<file path="src/cycle_timing_pkg.sv">
// constants for the instruction length and cycle-count decoder
// assumes one system clock; every count is in single clock cycles
package cycle_timing_pkg;

  localparam int LEN_W = 2;
  localparam int CYC_W = 4;

  // longest instruction, in clocks
  localparam logic [CYC_W-1:0] MAX_CYCLES = 4'h8;

  // decode entry layout: {cond, len[1:0], cycles[3:0]}
  localparam int ENT_W        = 7;
  localparam int ENT_COND_BIT = 6;
  localparam int ENT_LEN_LSB  = 4;
  localparam int ENT_CYC_LSB  = 0;

  // entry classes, Eab = a bytes b clocks, Cab = conditional (b if taken)
  localparam logic [ENT_W-1:0] E11 = 7'h11;
  localparam logic [ENT_W-1:0] E12 = 7'h12;
  localparam logic [ENT_W-1:0] E13 = 7'h13;
  localparam logic [ENT_W-1:0] E14 = 7'h14;
  localparam logic [ENT_W-1:0] E15 = 7'h15;
  localparam logic [ENT_W-1:0] E18 = 7'h18;
  localparam logic [ENT_W-1:0] E22 = 7'h22;
  localparam logic [ENT_W-1:0] E23 = 7'h23;
  localparam logic [ENT_W-1:0] E33 = 7'h33;
  localparam logic [ENT_W-1:0] E34 = 7'h34;
  localparam logic [ENT_W-1:0] C23 = 7'h63;
  localparam logic [ENT_W-1:0] C34 = 7'h74;
  localparam logic [ENT_W-1:0] C35 = 7'h75;

  // opcodes with side effects or special checks
  localparam logic [7:0] OP_NOP       = 8'h00;
  localparam logic [7:0] OP_SPARE     = 8'ha5;
  localparam logic [7:0] OP_MUL       = 8'ha4;
  localparam logic [7:0] OP_DIV       = 8'h84;
  localparam logic [7:0] OP_MOVC_PC   = 8'h83;
  localparam logic [7:0] OP_MOVC_DPTR = 8'h93;
  localparam logic [7:0] OP_XRD_DPTR  = 8'he0;
  localparam logic [7:0] OP_XRD_R0    = 8'he2;
  localparam logic [7:0] OP_XRD_R1    = 8'he3;
  localparam logic [7:0] OP_XWR_DPTR  = 8'hf0;
  localparam logic [7:0] OP_XWR_R0    = 8'hf2;
  localparam logic [7:0] OP_XWR_R1    = 8'hf3;

  typedef enum logic [1:0] {
    ST_IDLE = 2'b01,
    ST_EXEC = 2'b10
  } seq_state_type;

endpackage : cycle_timing_pkg

</file>
<file path="src/cpu_instruction_cycle_timing.sv">
// instruction length and cycle-count decode plus execution sequencer
// assumes opcode, branch result and store enable come from the same clock
//
// Notes on behaviour
// RQ1: every instruction is timed in plain clocks, no machine cycles.
// RQ2: an instruction normally takes as many clocks as it has bytes.
// RQ3: a conditional branch not taken ends one clock before taken.
// RQ4: register-source arithmetic, logic, inc and dec: one byte, one clock.
// RQ5: direct-operand accumulator ops and direct inc/dec: two bytes, two.
// RQ6: indirect-operand arithmetic, logic, inc, dec: one byte, two clocks.
// RQ7: immediate accumulator arithmetic and logic: two bytes, two clocks.
// RQ8: logic of immediate into direct byte: three bytes, three clocks.
// RQ9: logic of accumulator into direct byte: two bytes, two clocks.
// RQ10: one-byte accumulator ops such as clear, rotate, swap: one clock.
// RQ11: direct-to-direct and immediate-to-direct moves: three bytes, three.
// RQ12: accumulator to indirect memory: one byte, two clocks.
// RQ13: immediate or direct to indirect, indirect to direct: two, two.
// RQ14: load working register from direct or immediate: two, two.
// RQ15: load data pointer with 16-bit constant: three bytes, three clocks.
// RQ16: both code-memory reads: one byte, three clocks.
// RQ17: all six external-data moves: one byte, three clocks.
// RQ18: external-data write is the path to write program flash.
// RQ19: no external bus; external-data moves reach only on-chip storage.
// RQ20: push and pop of a direct byte: two bytes, two clocks.
// RQ21: exchange with register one byte one clock; with direct two, two.
// RQ22: no instruction takes more than eight clocks.
// RQ23: the spare opcode behaves exactly like no-operation.
// RQ24: multiply takes four clocks, divide eight, both one byte.
// RQ25: length comes from the opcode byte alone, known at acceptance.
module cpu_instruction_cycle_timing (
  input  wire logic       clock,
  input  wire logic       rst,
  input  wire logic       op_valid,
  input  wire logic [7:0] op_byte,
  output logic            op_ready,
  input  wire logic       branch_taken,
  input  wire logic       store_write_en,
  output logic            busy,
  output logic            inst_done,
  output logic [1:0]      inst_len,
  output logic [3:0]      inst_cycles,
  output logic            inst_cond,
  output logic [7:0]      cur_opcode,
  output logic            code_rd_stb,
  output logic            xram_rd_stb,
  output logic            xram_wr_stb,
  output logic            flash_wr_stb
);

  localparam int LW = cycle_timing_pkg::LEN_W;
  localparam int CW = cycle_timing_pkg::CYC_W;

  cycle_timing_pkg::seq_state_type state_reg;
  cycle_timing_pkg::seq_state_type state_next;

  logic [cycle_timing_pkg::ENT_W-1:0] entry;
  logic [LW-1:0] dec_len;
  logic [CW-1:0] dec_cyc;
  logic          dec_cond;
  logic [LW-1:0] len_reg;
  logic [CW-1:0] cyc_reg;
  logic          cond_reg;
  logic [7:0]    opcode_reg;
  logic          store_we_reg;
  logic [CW-1:0] count;
  logic          accept;
  logic          last_cycle;
  logic          skip_cycle;
  logic          is_movx_wr;
  logic          is_movx_rd;
  logic          is_movc;
  logic [CW-1:0] elapsed_reg;

  // opcode map decode by column, then row
  always_comb begin
    entry = cycle_timing_pkg::E11;
    case (op_byte[3:0])
      4'h0: begin
        case (op_byte[7:4])
          4'h0: entry = cycle_timing_pkg::E11;
          4'h1, 4'h2, 4'h3: entry = cycle_timing_pkg::C34; // RQ3
          4'h4, 4'h5, 4'h6, 4'h7: entry = cycle_timing_pkg::C23; // RQ3
          4'h8: entry = cycle_timing_pkg::E23;
          4'h9: entry = cycle_timing_pkg::E33; // RQ15
          4'hc, 4'hd: entry = cycle_timing_pkg::E22; // RQ20
          4'he, 4'hf: entry = cycle_timing_pkg::E13; // RQ17
          default: entry = cycle_timing_pkg::E22;
        endcase
      end
      4'h1: begin
        entry = cycle_timing_pkg::E23;
      end
      4'h2: begin
        case (op_byte[7:4])
          4'h0, 4'h1: entry = cycle_timing_pkg::E34;
          4'h2, 4'h3: entry = cycle_timing_pkg::E15;
          4'he, 4'hf: entry = cycle_timing_pkg::E13; // RQ17
          default: entry = cycle_timing_pkg::E22; // RQ9
        endcase
      end
      4'h3: begin
        case (op_byte[7:4])
          4'h4, 4'h5, 4'h6: entry = cycle_timing_pkg::E33; // RQ8
          4'h8, 4'h9: entry = cycle_timing_pkg::E13; // RQ16
          4'h7, 4'he, 4'hf: entry = cycle_timing_pkg::E13; // RQ17
          default: entry = cycle_timing_pkg::E11; // RQ10
        endcase
      end
      4'h4: begin
        case (op_byte[7:4])
          4'h8: entry = cycle_timing_pkg::E18; // RQ24 RQ22
          4'ha: entry = cycle_timing_pkg::E14; // RQ24
          4'hb: entry = cycle_timing_pkg::C34;
          4'h0, 4'h1, 4'hc, 4'hd, 4'he, 4'hf: begin
            entry = cycle_timing_pkg::E11; // RQ4 RQ10
          end
          default: entry = cycle_timing_pkg::E22; // RQ7 RQ14
        endcase
      end
      4'h5: begin
        case (op_byte[7:4])
          4'h7, 4'h8: entry = cycle_timing_pkg::E33; // RQ11
          4'ha: entry = cycle_timing_pkg::E11; // RQ23
          4'hb, 4'hd: entry = cycle_timing_pkg::C34;
          default: entry = cycle_timing_pkg::E22; // RQ5 RQ21
        endcase
      end
      4'h6, 4'h7: begin
        case (op_byte[7:4])
          4'h7, 4'h8, 4'ha: entry = cycle_timing_pkg::E22; // RQ13
          4'hb: entry = cycle_timing_pkg::C35;
          default: entry = cycle_timing_pkg::E12; // RQ6 RQ12
        endcase
      end
      default: begin
        case (op_byte[7:4])
          4'h7, 4'h8, 4'ha: entry = cycle_timing_pkg::E22; // RQ14
          4'hb: entry = cycle_timing_pkg::C34;
          4'hd: entry = cycle_timing_pkg::C23;
          default: entry = cycle_timing_pkg::E11; // RQ4 RQ21
        endcase
      end
    endcase
  end

  // length depends on the opcode byte only, nothing fetched later
  assign dec_len  = entry[cycle_timing_pkg::ENT_LEN_LSB +: LW]; // RQ25
  assign dec_cyc  = entry[cycle_timing_pkg::ENT_CYC_LSB +: CW];
  assign dec_cond = entry[cycle_timing_pkg::ENT_COND_BIT];

  exec_cycle_counter #(
    .W (CW)
  ) u_counter (
    .clock      (clock),
    .rst        (rst),
    .load       (accept),
    .load_value (dec_cyc),
    .count      (count)
  );

  // branch result is looked at only in the second-to-last taken clock
  assign skip_cycle = cond_reg && (count == CW'(2)) && !branch_taken; // RQ3
  assign last_cycle = (state_reg == cycle_timing_pkg::ST_EXEC)
                      && ((count == CW'(1)) || skip_cycle); // RQ2
  // pipelined: next opcode may be taken in the last clock
  assign op_ready   = (state_reg == cycle_timing_pkg::ST_IDLE)
                      || last_cycle;
  assign accept     = op_valid && op_ready;

  always_comb begin
    state_next = state_reg;
    case (state_reg)
      cycle_timing_pkg::ST_IDLE: begin
        if (accept) begin
          state_next = cycle_timing_pkg::ST_EXEC;
        end
      end
      cycle_timing_pkg::ST_EXEC: begin
        if (last_cycle && !accept) begin
          state_next = cycle_timing_pkg::ST_IDLE;
        end
      end
      default: state_next = cycle_timing_pkg::ST_IDLE;
    endcase
  end

  always_ff @(posedge clock) begin
    if (rst) begin
      state_reg <= cycle_timing_pkg::ST_IDLE;
    end else begin
      state_reg <= state_next;
    end
  end

  // instruction held for its whole execution
  always_ff @(posedge clock) begin
    if (rst) begin
      opcode_reg   <= cycle_timing_pkg::OP_NOP;
      len_reg      <= '0;
      cyc_reg      <= '0;
      cond_reg     <= 1'b0;
      store_we_reg <= 1'b0;
    end else if (accept) begin
      opcode_reg   <= op_byte;
      len_reg      <= dec_len;
      cyc_reg      <= dec_cyc;
      cond_reg     <= dec_cond;
      store_we_reg <= store_write_en;
    end
  end

  // clocks spent so far, only for the checks below
  always_ff @(posedge clock) begin
    if (rst) begin
      elapsed_reg <= '0;
    end else if (accept) begin
      elapsed_reg <= CW'(1);
    end else if (state_reg == cycle_timing_pkg::ST_EXEC) begin
      elapsed_reg <= elapsed_reg + CW'(1);
    end
  end

  assign is_movx_wr = (opcode_reg == cycle_timing_pkg::OP_XWR_DPTR)
                      || (opcode_reg == cycle_timing_pkg::OP_XWR_R0)
                      || (opcode_reg == cycle_timing_pkg::OP_XWR_R1);
  assign is_movx_rd = (opcode_reg == cycle_timing_pkg::OP_XRD_DPTR)
                      || (opcode_reg == cycle_timing_pkg::OP_XRD_R0)
                      || (opcode_reg == cycle_timing_pkg::OP_XRD_R1);
  assign is_movc    = (opcode_reg == cycle_timing_pkg::OP_MOVC_PC)
                      || (opcode_reg == cycle_timing_pkg::OP_MOVC_DPTR);

  // no off-chip strobes exist; data moves land on on-chip ram or flash
  assign xram_rd_stb  = last_cycle && is_movx_rd; // RQ19
  assign xram_wr_stb  = last_cycle && is_movx_wr && !store_we_reg; // RQ19
  assign flash_wr_stb = last_cycle && is_movx_wr && store_we_reg; // RQ18
  assign code_rd_stb  = last_cycle && is_movc;

  assign busy        = (state_reg == cycle_timing_pkg::ST_EXEC);
  assign inst_done   = last_cycle;
  assign inst_len    = len_reg;
  assign inst_cycles = cyc_reg;
  assign inst_cond   = cond_reg;
  assign cur_opcode  = opcode_reg;

  chk_clock_step: assert property ( // RQ1
    @(posedge clock) disable iff (rst)
    busy && !last_cycle |=> count == $past(count) - CW'(1))
    else $error("execution count did not step by one clock");

  chk_taken_length: assert property ( // RQ2
    @(posedge clock) disable iff (rst)
    last_cycle && !skip_cycle |-> elapsed_reg == cyc_reg)
    else $error("instruction ended off its cycle count");

  chk_untaken_early: assert property ( // RQ3
    @(posedge clock) disable iff (rst)
    last_cycle && skip_cycle |-> elapsed_reg == cyc_reg - CW'(1))
    else $error("untaken branch did not end one clock early");

  chk_reg_source: assert property ( // RQ4
    @(posedge clock) disable iff (rst)
    accept && op_byte[3] && (op_byte[7:4] inside {4'h0, 4'h1, 4'h2,
      4'h3, 4'h4, 4'h5, 4'h6, 4'h9})
    |=> inst_len == 2'h1 && inst_cycles == 4'h1 && last_cycle)
    else $error("register-source op not one byte one clock");

  chk_direct_src: assert property ( // RQ5
    @(posedge clock) disable iff (rst)
    accept && op_byte[3:0] == 4'h5 && (op_byte[7:4] inside {4'h0,
      4'h1, 4'h2, 4'h3, 4'h4, 4'h5, 4'h6, 4'h9})
    |=> inst_len == 2'h2 ##1 last_cycle)
    else $error("direct-operand op not two bytes two clocks");

  chk_indirect_src: assert property ( // RQ6
    @(posedge clock) disable iff (rst)
    accept && op_byte[3:1] == 3'h3 && (op_byte[7:4] inside {4'h0,
      4'h1, 4'h2, 4'h3, 4'h4, 4'h5, 4'h6, 4'h9})
    |=> inst_len == 2'h1 && !last_cycle ##1 last_cycle)
    else $error("indirect op not one byte two clocks");

  chk_logic_imm: assert property ( // RQ8
    @(posedge clock) disable iff (rst)
    accept && op_byte[3:0] == 4'h3 && (op_byte[7:4] inside {4'h4,
      4'h5, 4'h6})
    |=> inst_len == 2'h3 && !last_cycle ##1 !last_cycle ##1 last_cycle)
    else $error("logic immediate to direct not three clocks");

  chk_code_read: assert property ( // RQ16
    @(posedge clock) disable iff (rst)
    accept && (op_byte == cycle_timing_pkg::OP_MOVC_PC
      || op_byte == cycle_timing_pkg::OP_MOVC_DPTR)
    |=> inst_len == 2'h1 ##2 code_rd_stb)
    else $error("code read not one byte three clocks");

  chk_xdata_three: assert property ( // RQ17
    @(posedge clock) disable iff (rst)
    accept && op_byte[7:5] == 3'h7 && (op_byte[3:0] inside {4'h0,
      4'h2, 4'h3})
    |=> inst_len == 2'h1 && !last_cycle [*2] ##1 last_cycle)
    else $error("external-data move not one byte three clocks");

  chk_flash_path: assert property ( // RQ18
    @(posedge clock) disable iff (rst)
    last_cycle && is_movx_wr |-> flash_wr_stb == store_we_reg)
    else $error("data write did not steer to flash as enabled");

  chk_no_dual_write: assert property ( // RQ19
    @(posedge clock) disable iff (rst)
    !(xram_wr_stb && flash_wr_stb))
    else $error("write reached ram and flash together");

  chk_cycle_ceiling: assert property ( // RQ22
    @(posedge clock) disable iff (rst)
    busy |-> count <= cycle_timing_pkg::MAX_CYCLES
      && elapsed_reg <= cycle_timing_pkg::MAX_CYCLES)
    else $error("instruction ran past eight clocks");

  chk_spare_nop: assert property ( // RQ23
    @(posedge clock) disable iff (rst)
    accept && op_byte == cycle_timing_pkg::OP_SPARE
    |=> inst_len == 2'h1 && !inst_cond && last_cycle)
    else $error("spare opcode not timed as no-operation");

  chk_multiply: assert property ( // RQ24
    @(posedge clock) disable iff (rst)
    accept && op_byte == cycle_timing_pkg::OP_MUL
    |=> !last_cycle [*3] ##1 last_cycle)
    else $error("multiply not four clocks");

  chk_divide: assert property ( // RQ24
    @(posedge clock) disable iff (rst)
    accept && op_byte == cycle_timing_pkg::OP_DIV
    |=> inst_len == 2'h1 && inst_cycles == 4'h8 ##7 last_cycle)
    else $error("divide not eight clocks");

endmodule : cpu_instruction_cycle_timing

</file>
<file path="src/exec_cycle_counter.sv">
// down counter of remaining execution clocks
// assumes load comes from logic on the same clock
module exec_cycle_counter #(
  parameter int W = 4
) (
  input  wire logic         clock,
  input  wire logic         rst,
  input  wire logic         load,
  input  wire logic [W-1:0] load_value,
  output logic      [W-1:0] count
);

  logic [W-1:0] count_reg;

  // one step per clock, no machine-cycle prescaler
  always_ff @(posedge clock) begin
    if (rst) begin
      count_reg <= '0;
    end else if (load) begin
      count_reg <= load_value;
    end else if (count_reg != '0) begin
      count_reg <= count_reg - W'(1); // RQ1
    end
  end

  assign count = count_reg;

endmodule : exec_cycle_counter

</file>
<file path="config.mk">
export PLATFORM = sky130hd
export DESIGN_NAME = cpu_instruction_cycle_timing
export DESIGN_NICKNAME = d
export VERILOG_FILES = /design/src/cycle_timing_pkg.sv /design/src/cpu_instruction_cycle_timing.sv /design/src/exec_cycle_counter.sv
export SDC_FILE = /design/constraint.sdc
export NUM_CORES = 1
export LEC_CHECK = 0
export BUFFER_PORTS_ARGS = -buffer_cell sky130_fd_sc_hd__buf_2
export CAP_MARGIN = 40
export CORE_MARGIN = 4
export CORE_UTILIZATION = 55
export CTS_CLUSTER_SIZE = 16
export DETAILED_ROUTE_END_ITERATION = 8
export PLACE_DENSITY = 0.8
export SLEW_MARGIN = 0
export SYNTH_ARGS = -nofsm -noshare
export SYNTH_HDL_FRONTEND = slang
export SYNTH_SLANG_ARGS = --single-unit
</file>
<file path="constraint.sdc">
create_clock -name clock -period 6.17 [get_ports clock]
set_clock_uncertainty 0.2 [all_clocks]
set_input_delay 0.3085 -clock clock [delete_from_list [all_inputs] [get_ports clock]]
set_output_delay 0.3085 -clock clock [all_outputs]
set_load 0.05 [all_outputs]
</file>
* After elaboration in Yosys (flattened, before gate mapping)
Memories as Yosys holds them, arrays and structs flattened.
Index checks and enable logic that the tools add are counted.
** Operators by class
- Add/sub/neg operators :: 1
- Equal/unequal tests :: 31
- Multiplexer cells :: 10
- Reduce and logical (&&, ||, !) cells :: 32
** Operators with widths (count)
- 8-bit == test (second input constant) :: 8
- 7-bit one-hot mux with 7 select lines :: 1
- 7-bit one-hot mux with 3 select lines :: 2
- 4-bit == test (second input constant) :: 6
- 4-bit by 2-bit == test with 1-bit output (second input constant) :: 5
- 4-bit by 3-bit == test with 1-bit output (second input constant) :: 5
- 6-bit one-hot mux with 3 select lines :: 1
- 7-bit one-hot mux with 2 select lines :: 1
- 4-bit by 1-bit == test with 1-bit output (second input constant) :: 3
- 2-bit OR reduction :: 6
- 1-bit logical AND :: 10
- 4-bit zero test :: 2
- 4-bit two-way mux :: 2
- 1-bit logical OR :: 7
- 2-bit two-way mux :: 2
- 2-bit one-hot mux with 2 select lines :: 1
- 4-bit nonzero test :: 1
- 4-bit by 1-bit subtractor with 4-bit output (second input constant) :: 1
- 1-bit zero test :: 3
- 3-bit OR reduction :: 1
- 2-bit by 1-bit == test with 1-bit output (second input constant) :: 1
- 2-bit == test (second input constant) :: 1
- 2-bit by 1-bit != test with 1-bit output (second input constant) :: 1
- 2-bit != test (second input constant) :: 1
- other kinds (2) :: 2
** Storage, ports and cells
- Register bits :: 22
- ROM bits :: 240
- Bits of input ports :: 13
- Output and inout bits :: 22
- Memories :: 3
** Memory list
- (name not given) :: depth 16, width 7, rd ports 1, clocked after Yosys merged registers in 0, wr ports 0, RTL line cpu_instruction_cycle_timing.sv:110 : case (op_byte[7:4])
- (name not given) :: depth 16, width 6, rd ports 1, clocked after Yosys merged registers in 0, wr ports 0, RTL line cpu_instruction_cycle_timing.sv:79 : case (op_byte[7:4])
- (name not given) :: depth 16, width 2, rd ports 1, clocked after Yosys merged registers in 0, wr ports 0, RTL line cpu_instruction_cycle_timing.sv:102 : case (op_byte[7:4])

* Logic depth before layout (Yosys ltp)
- Depth after elaboration :: 11
- Mapped depth :: 9
- Mapped depth without buffers :: 7

* Cells and area by module
A second synthesis with hierarchy kept.
** Second synthesis, totals
- Cell total of the unflattened synthesis :: 229
- Area total of the unflattened synthesis :: 1725.4 sq um
** By module, submodules not included
- cpu_instruction_cycle_timing :: instances 1, cells an instance 204, area an instance 1498.9 sq um, sequential area each 360.3 sq um
- exec_cycle_counter :: instances 1, cells an instance 25, area an instance 226.5 sq um, sequential area each 80.1 sq um

* Worst setup path before layout
Ideal clock, no wire load.
- Path type :: register -> output
- From :: register state_reg[1]
- To :: output flash_wr_stb
- Arrival time :: 2.524 ns
- Data required time :: 5.661 ns
- Slack :: 3.138 ns
- Cell stages (with the launch flop) :: 5
- Cell sequence :: dfxtp_1 -> nor2b_1 -> o211a_2 -> nand3_1 -> nor2_1
** Between the ends
- Word-level cells in the longest chain between the ends :: 4
** RTL lines
- from (decl) :: RTL line cpu_instruction_cycle_timing.sv:53 : cycle_timing_pkg::seq_state_type state_reg;
- from (signal assigned) :: RTL line cpu_instruction_cycle_timing.sv:189 : state_reg <= cycle_timing_pkg::ST_IDLE;
- from (signal assigned) :: RTL line cpu_instruction_cycle_timing.sv:191 : state_reg <= state_next;
- 2-bit == test
- net busy :: RTL line cpu_instruction_cycle_timing.sv:38 : output logic busy,
- 1-bit logical AND :: RTL line cpu_instruction_cycle_timing.sv:164 : && ((count == CW'(1)) || skip_cycle);
- net inst_done :: RTL line cpu_instruction_cycle_timing.sv:39 : output logic inst_done,
- 1-bit logical AND (2 in a row) :: RTL line cpu_instruction_cycle_timing.sv:235 : assign flash_wr_stb = last_cycle && is_movx_wr && store_we_reg;
- to (decl) :: RTL line cpu_instruction_cycle_timing.sv:47 : output logic flash_wr_stb
The timed path passes the listed nets, and every way through them passes these cells.

* Final worst setup path
- From :: register u_counter.count_reg[0] (netlist: u_counter.count[0])
- To :: output op_ready
** Between the ends
- Word-level cells in the longest chain between the ends :: 6
- Elaborated cells between the ends (all ways) :: 7
** RTL lines
- from (decl) :: RTL line exec_cycle_counter.sv:13 : logic [W-1:0] count_reg;
- from (signal assigned) :: RTL line exec_cycle_counter.sv:20 : count_reg <= load_value;
- from (signal assigned) :: RTL line exec_cycle_counter.sv:22 : count_reg <= count_reg - W'(1);
- 4-bit by 2-bit == test with 1-bit output :: RTL line cpu_instruction_cycle_timing.sv:162 : assign skip_cycle = cond_reg && (count == CW'(2)) && !branch_taken;
- 1-bit logical AND (2 in a row) :: RTL line cpu_instruction_cycle_timing.sv:162
- 1-bit logical OR (*) :: RTL line cpu_instruction_cycle_timing.sv:164
- 1-bit logical AND (*) :: RTL line cpu_instruction_cycle_timing.sv:164
- 1-bit logical OR (*) :: RTL line cpu_instruction_cycle_timing.sv:167 : || last_cycle;
- to (decl) :: RTL line cpu_instruction_cycle_timing.sv:35 : output logic op_ready,
Every way passes the cells marked *; elsewhere a longest branch is shown, timed or not.

==> reports/qor.yml <==
outcome:
  outcome: "completed"
floorplanning:
  die_y_um: 63.5
  rows: 19
  io_pins: 35
  fp.dieW_um: 63.5
  fp.coreArea_um2: 2850
  dieArea_um2: 4030
  start_util_pct: 59.4
setup_path:
  slowest_stage: "dfxtp_1"
  rr_endpoint: "u_counter.count[3]$_SDFFE_PP0P_"
  cp-end-kind: "primary output"
  cpPeakStageDelay_ns: 0.41
  r2r_cells: 7
  critPathArrivalTime_ns: 1.99
  cp_top_family: "simple AND/OR/NAND/NOR gates"
  critPathKind: "flip-flop to primary output"
  worst-path-buf-inv: 2
  cp_max_fo: 8
  r2r_start: "u_counter.count[0]$_SDFFE_PP0P_"
  startpoint_type: "flip-flop"
  cp_cell_sequence: "inv_1 > ha_1 > and3b_1 > o211a_2 > or2_2 > buf_2"
  cp.required_ns: 5.66
  reg2reg_slack_ns: 3.98
job:
  max_cap_violations: 0
sta:
  drv_slew: 0
  fin_setup_tns_ns: 0
  fin_ws_ns: 3.67
  rsz0062_at_grt: "false"
  max-slew-margin-rel_pct: 67.3
  fin_crit_ns: 2.50
  setup_viol: 0
  worst_pin_slew_ns: 0.490
  hold_viol: 0
  max_freq_mhz: 401
  period_share_pct: 40.4
place:
  place_ws_ns: 3.97
  port-buffer-count: 34
  dp_hpwl_um: 2900
  gp_congestion: 0.885
  placed_area_um2: 1820
pwr:
  total_power_uw: 451
  p_sw_share_pct: 36.4
  ir_drop_mv: 0.197
  clkPwrFrac_pct: 24.1
  combPwrFrac_pct: 37.4
  intPower_uw: 287
  p_seq_share_pct: 38.5
  netSwitchingPower_uw: 164
  power_density_nw_per_um2: 241
  power.static_leakage_nw: 0.795
yosys:
  synth.yosys.seq_area_share_pct: 26.0
  async_reset_ff_share_pct: 0
  yosys-top-cells-count: "30 x nand2_1, 22 x dfxtp_1, 19 x a21oi_1, 12 x nor2_1"
  yosys_register_bits: 22
  synth_ff_type: "dfxtp_1"
  synth_cell_types: 59
  synth_top_cell_area_share_pct: 26.0
  synth_edf_count: 0
  synth_nets: 241
  yosys_warnings: 0
  synthTopCellsByArea: "dfxtp_1 26%, nand2_1 6.6%, ha_1 5.9%"
  syn_inst: 220
  yosys.area.top_type: "dfxtp_1"
  synth.avg_cell_area_um2: 7.70
  yosysMostFrequentCell: "nand2_1"
  synth_area_um2: 1690
routing:
  post_drt_via_cell_ratio: 6.15
  drc_errors: 0
  dr.pass1.iters: 4
  routed_wirelength_um: 4090
  vias: 1672
  ant_nets: 0
  first_iter_violations: 51
  wl_per_cell_um: 15.0
min_path:
  hp-start: "store_write_en"
  hold_depth: 3
  min_path_type: "primary input to flip-flop"
  holdPathEnd: "store_we_reg$_SDFFE_PP0P_"
cts:
  clkTransAtPathRegs_ns: 0.12
  clockBufferDepth: 2
  cts_tree: "yes"
  post_cts_buffers: 0
  cts_max_level: 1
  cts_root_buf: "clkbuf_4"
  cts_buffers: 3
  clk-insertion-delay-late_ns: 0.31
  ctsResizeCount: 0
  clock-sinks: 22
  hold_buffers: 0
layout:
  syn_to_final_growth_pct: 10.5
  n_fill_cell: 284
  antennaDiodeCount: 0
  fin_area_um2: 1870
  seqCellArea_um2: 440
  nets: 263
  largest_register_ffs: 8
  drive_gt1_share_pct: 20.3
  multi_input_area_um2: 1130
global_route:
  track_usage_pct: 21.1
  grt_pass1_wl_um: 7020
  antenna_found_initial: 0
  grt_max_degree: 24
  overflow: 0
  grt_pass1_vias: 1460
==> how the worst max path moves through the flow <==
| stage | from | endpoint | slack [ns] | cells after the start |
|---|---|---|---|---|
| 2_1_floorplan | state_reg[1]$_SDFFE_PP0P_ | flash_wr_stb | 3.14 | 4 |
| 3_3_place_gp | u_counter.count[0]$_SDFFE_PP0P_ | inst_cond$_SDFFE_PP0P_ | 4.02 | 8 |
| 3_5_place_dp | op_byte[7] | inst_len[0]$_SDFFE_PP0P_ | 3.97 | 6 |
| 4_1_cts | u_counter.count[0]$_SDFFE_PP0P_ | op_ready | 3.67 | 6 |
| 5_1_grt | u_counter.count[0]$_SDFFE_PP0P_ | op_ready | 3.55 | 6 |
| 6_report | u_counter.count[0]$_SDFFE_PP0P_ | op_ready | 3.67 | 6 |
==> power by group through the flow <==
stage	clock network (mW)	registers [mW]	logic (mW)
2_1_floorplan	0	0.197	0.112
3_3_place_gp	0	0.176	0.164
3_5_place_dp	0	0.176	0.167
4_1_cts	0.110	0.173	0.169
5_1_grt	0.119	0.177	0.189
6_report	0.109	0.173	0.169
==> metal layers <==
layer / share of wire [%] / GRT usage (%) / up-vias
met1: 46 / 29.3 / 774
met5: 0 / 0 / -
li1: - / - / 841
met2: 46 / 33.0 / 49
met3: 5.8 / 3.91 / 8
met4: 1.7 / 5.93 / 0
==> placed cells by master (no fill, tap or decap), types with 3 or more instances in the layout <==
cell      synthesis  final
a211oi_1          3      3
o21ai_1           4      4
o221ai_1          3      3
ha_1              8      8
buf_2            10     34
nor2b_1          10     10
a31oi_1           3      3
nand2_1          30     30
clkbuf_4          0      3
nand4b_1          3      3
and3b_1           3      3
dfxtp_1          22     22
nor3_1            6      6
nand3_1           5      5
a21oi_1          19     19
nor2_1           12     12
a21o_1            3      3
inv_1             8      8
o21ai_0           9      9
a21boi_0          3      3
==> stage by stage <==
| step | util [%] | hold WS (ns) | std cells |
|---|---|---|---|
| floorplan | - | 0.244 | 220 |
| global placement | 63.8 | 0.250 | 268 |
| detailed placement | 63.8 | 0.256 | 268 |
| CTS | 65.6 | 0.0205 | 272 |
| global route | 65.6 | 0.0338 | 272 |
| finish | 65.6 | 0.0218 | 272 |
==> tightest hold or removal path: stages <==
cell and delay (ns):
buf_2 0.10, nand2_1 0.04, a21oi_1 0.05
==> kinds of logic after synthesis <==
| kind of cell | count (synthesis) | share of synthesized area, % |
|---|---|---|
| xor gates and xnor gates | 2 | 1.03 |
| and+or+nand+nor | 92 | 32.1 |
| muxes | 2 | 1.18 |
| buffers and inverters | 27 | 7.39 |
| DFF | 22 | 26.0 |
| AOI/OAI and AO/OA | 67 | 26.4 |
| adders and majority gates | 8 | 5.91 |
==> area by class of cell <==
| class | count | share of cell area (%) |
|---|---|---|
| Multi-Input combinational cell | 171 | 60.3 |
| Sequential cell | 22 | 23.5 |
| Timing Repair Buffer | 35 | 9.49 |
| Tap cell | 31 | 2.07 |
| Inverter | 9 | 1.80 |
| Clock inverter | 1 | 1.60 |
| Clock buffer | 3 | 1.20 |
Power figures use the tool's default switching activity.
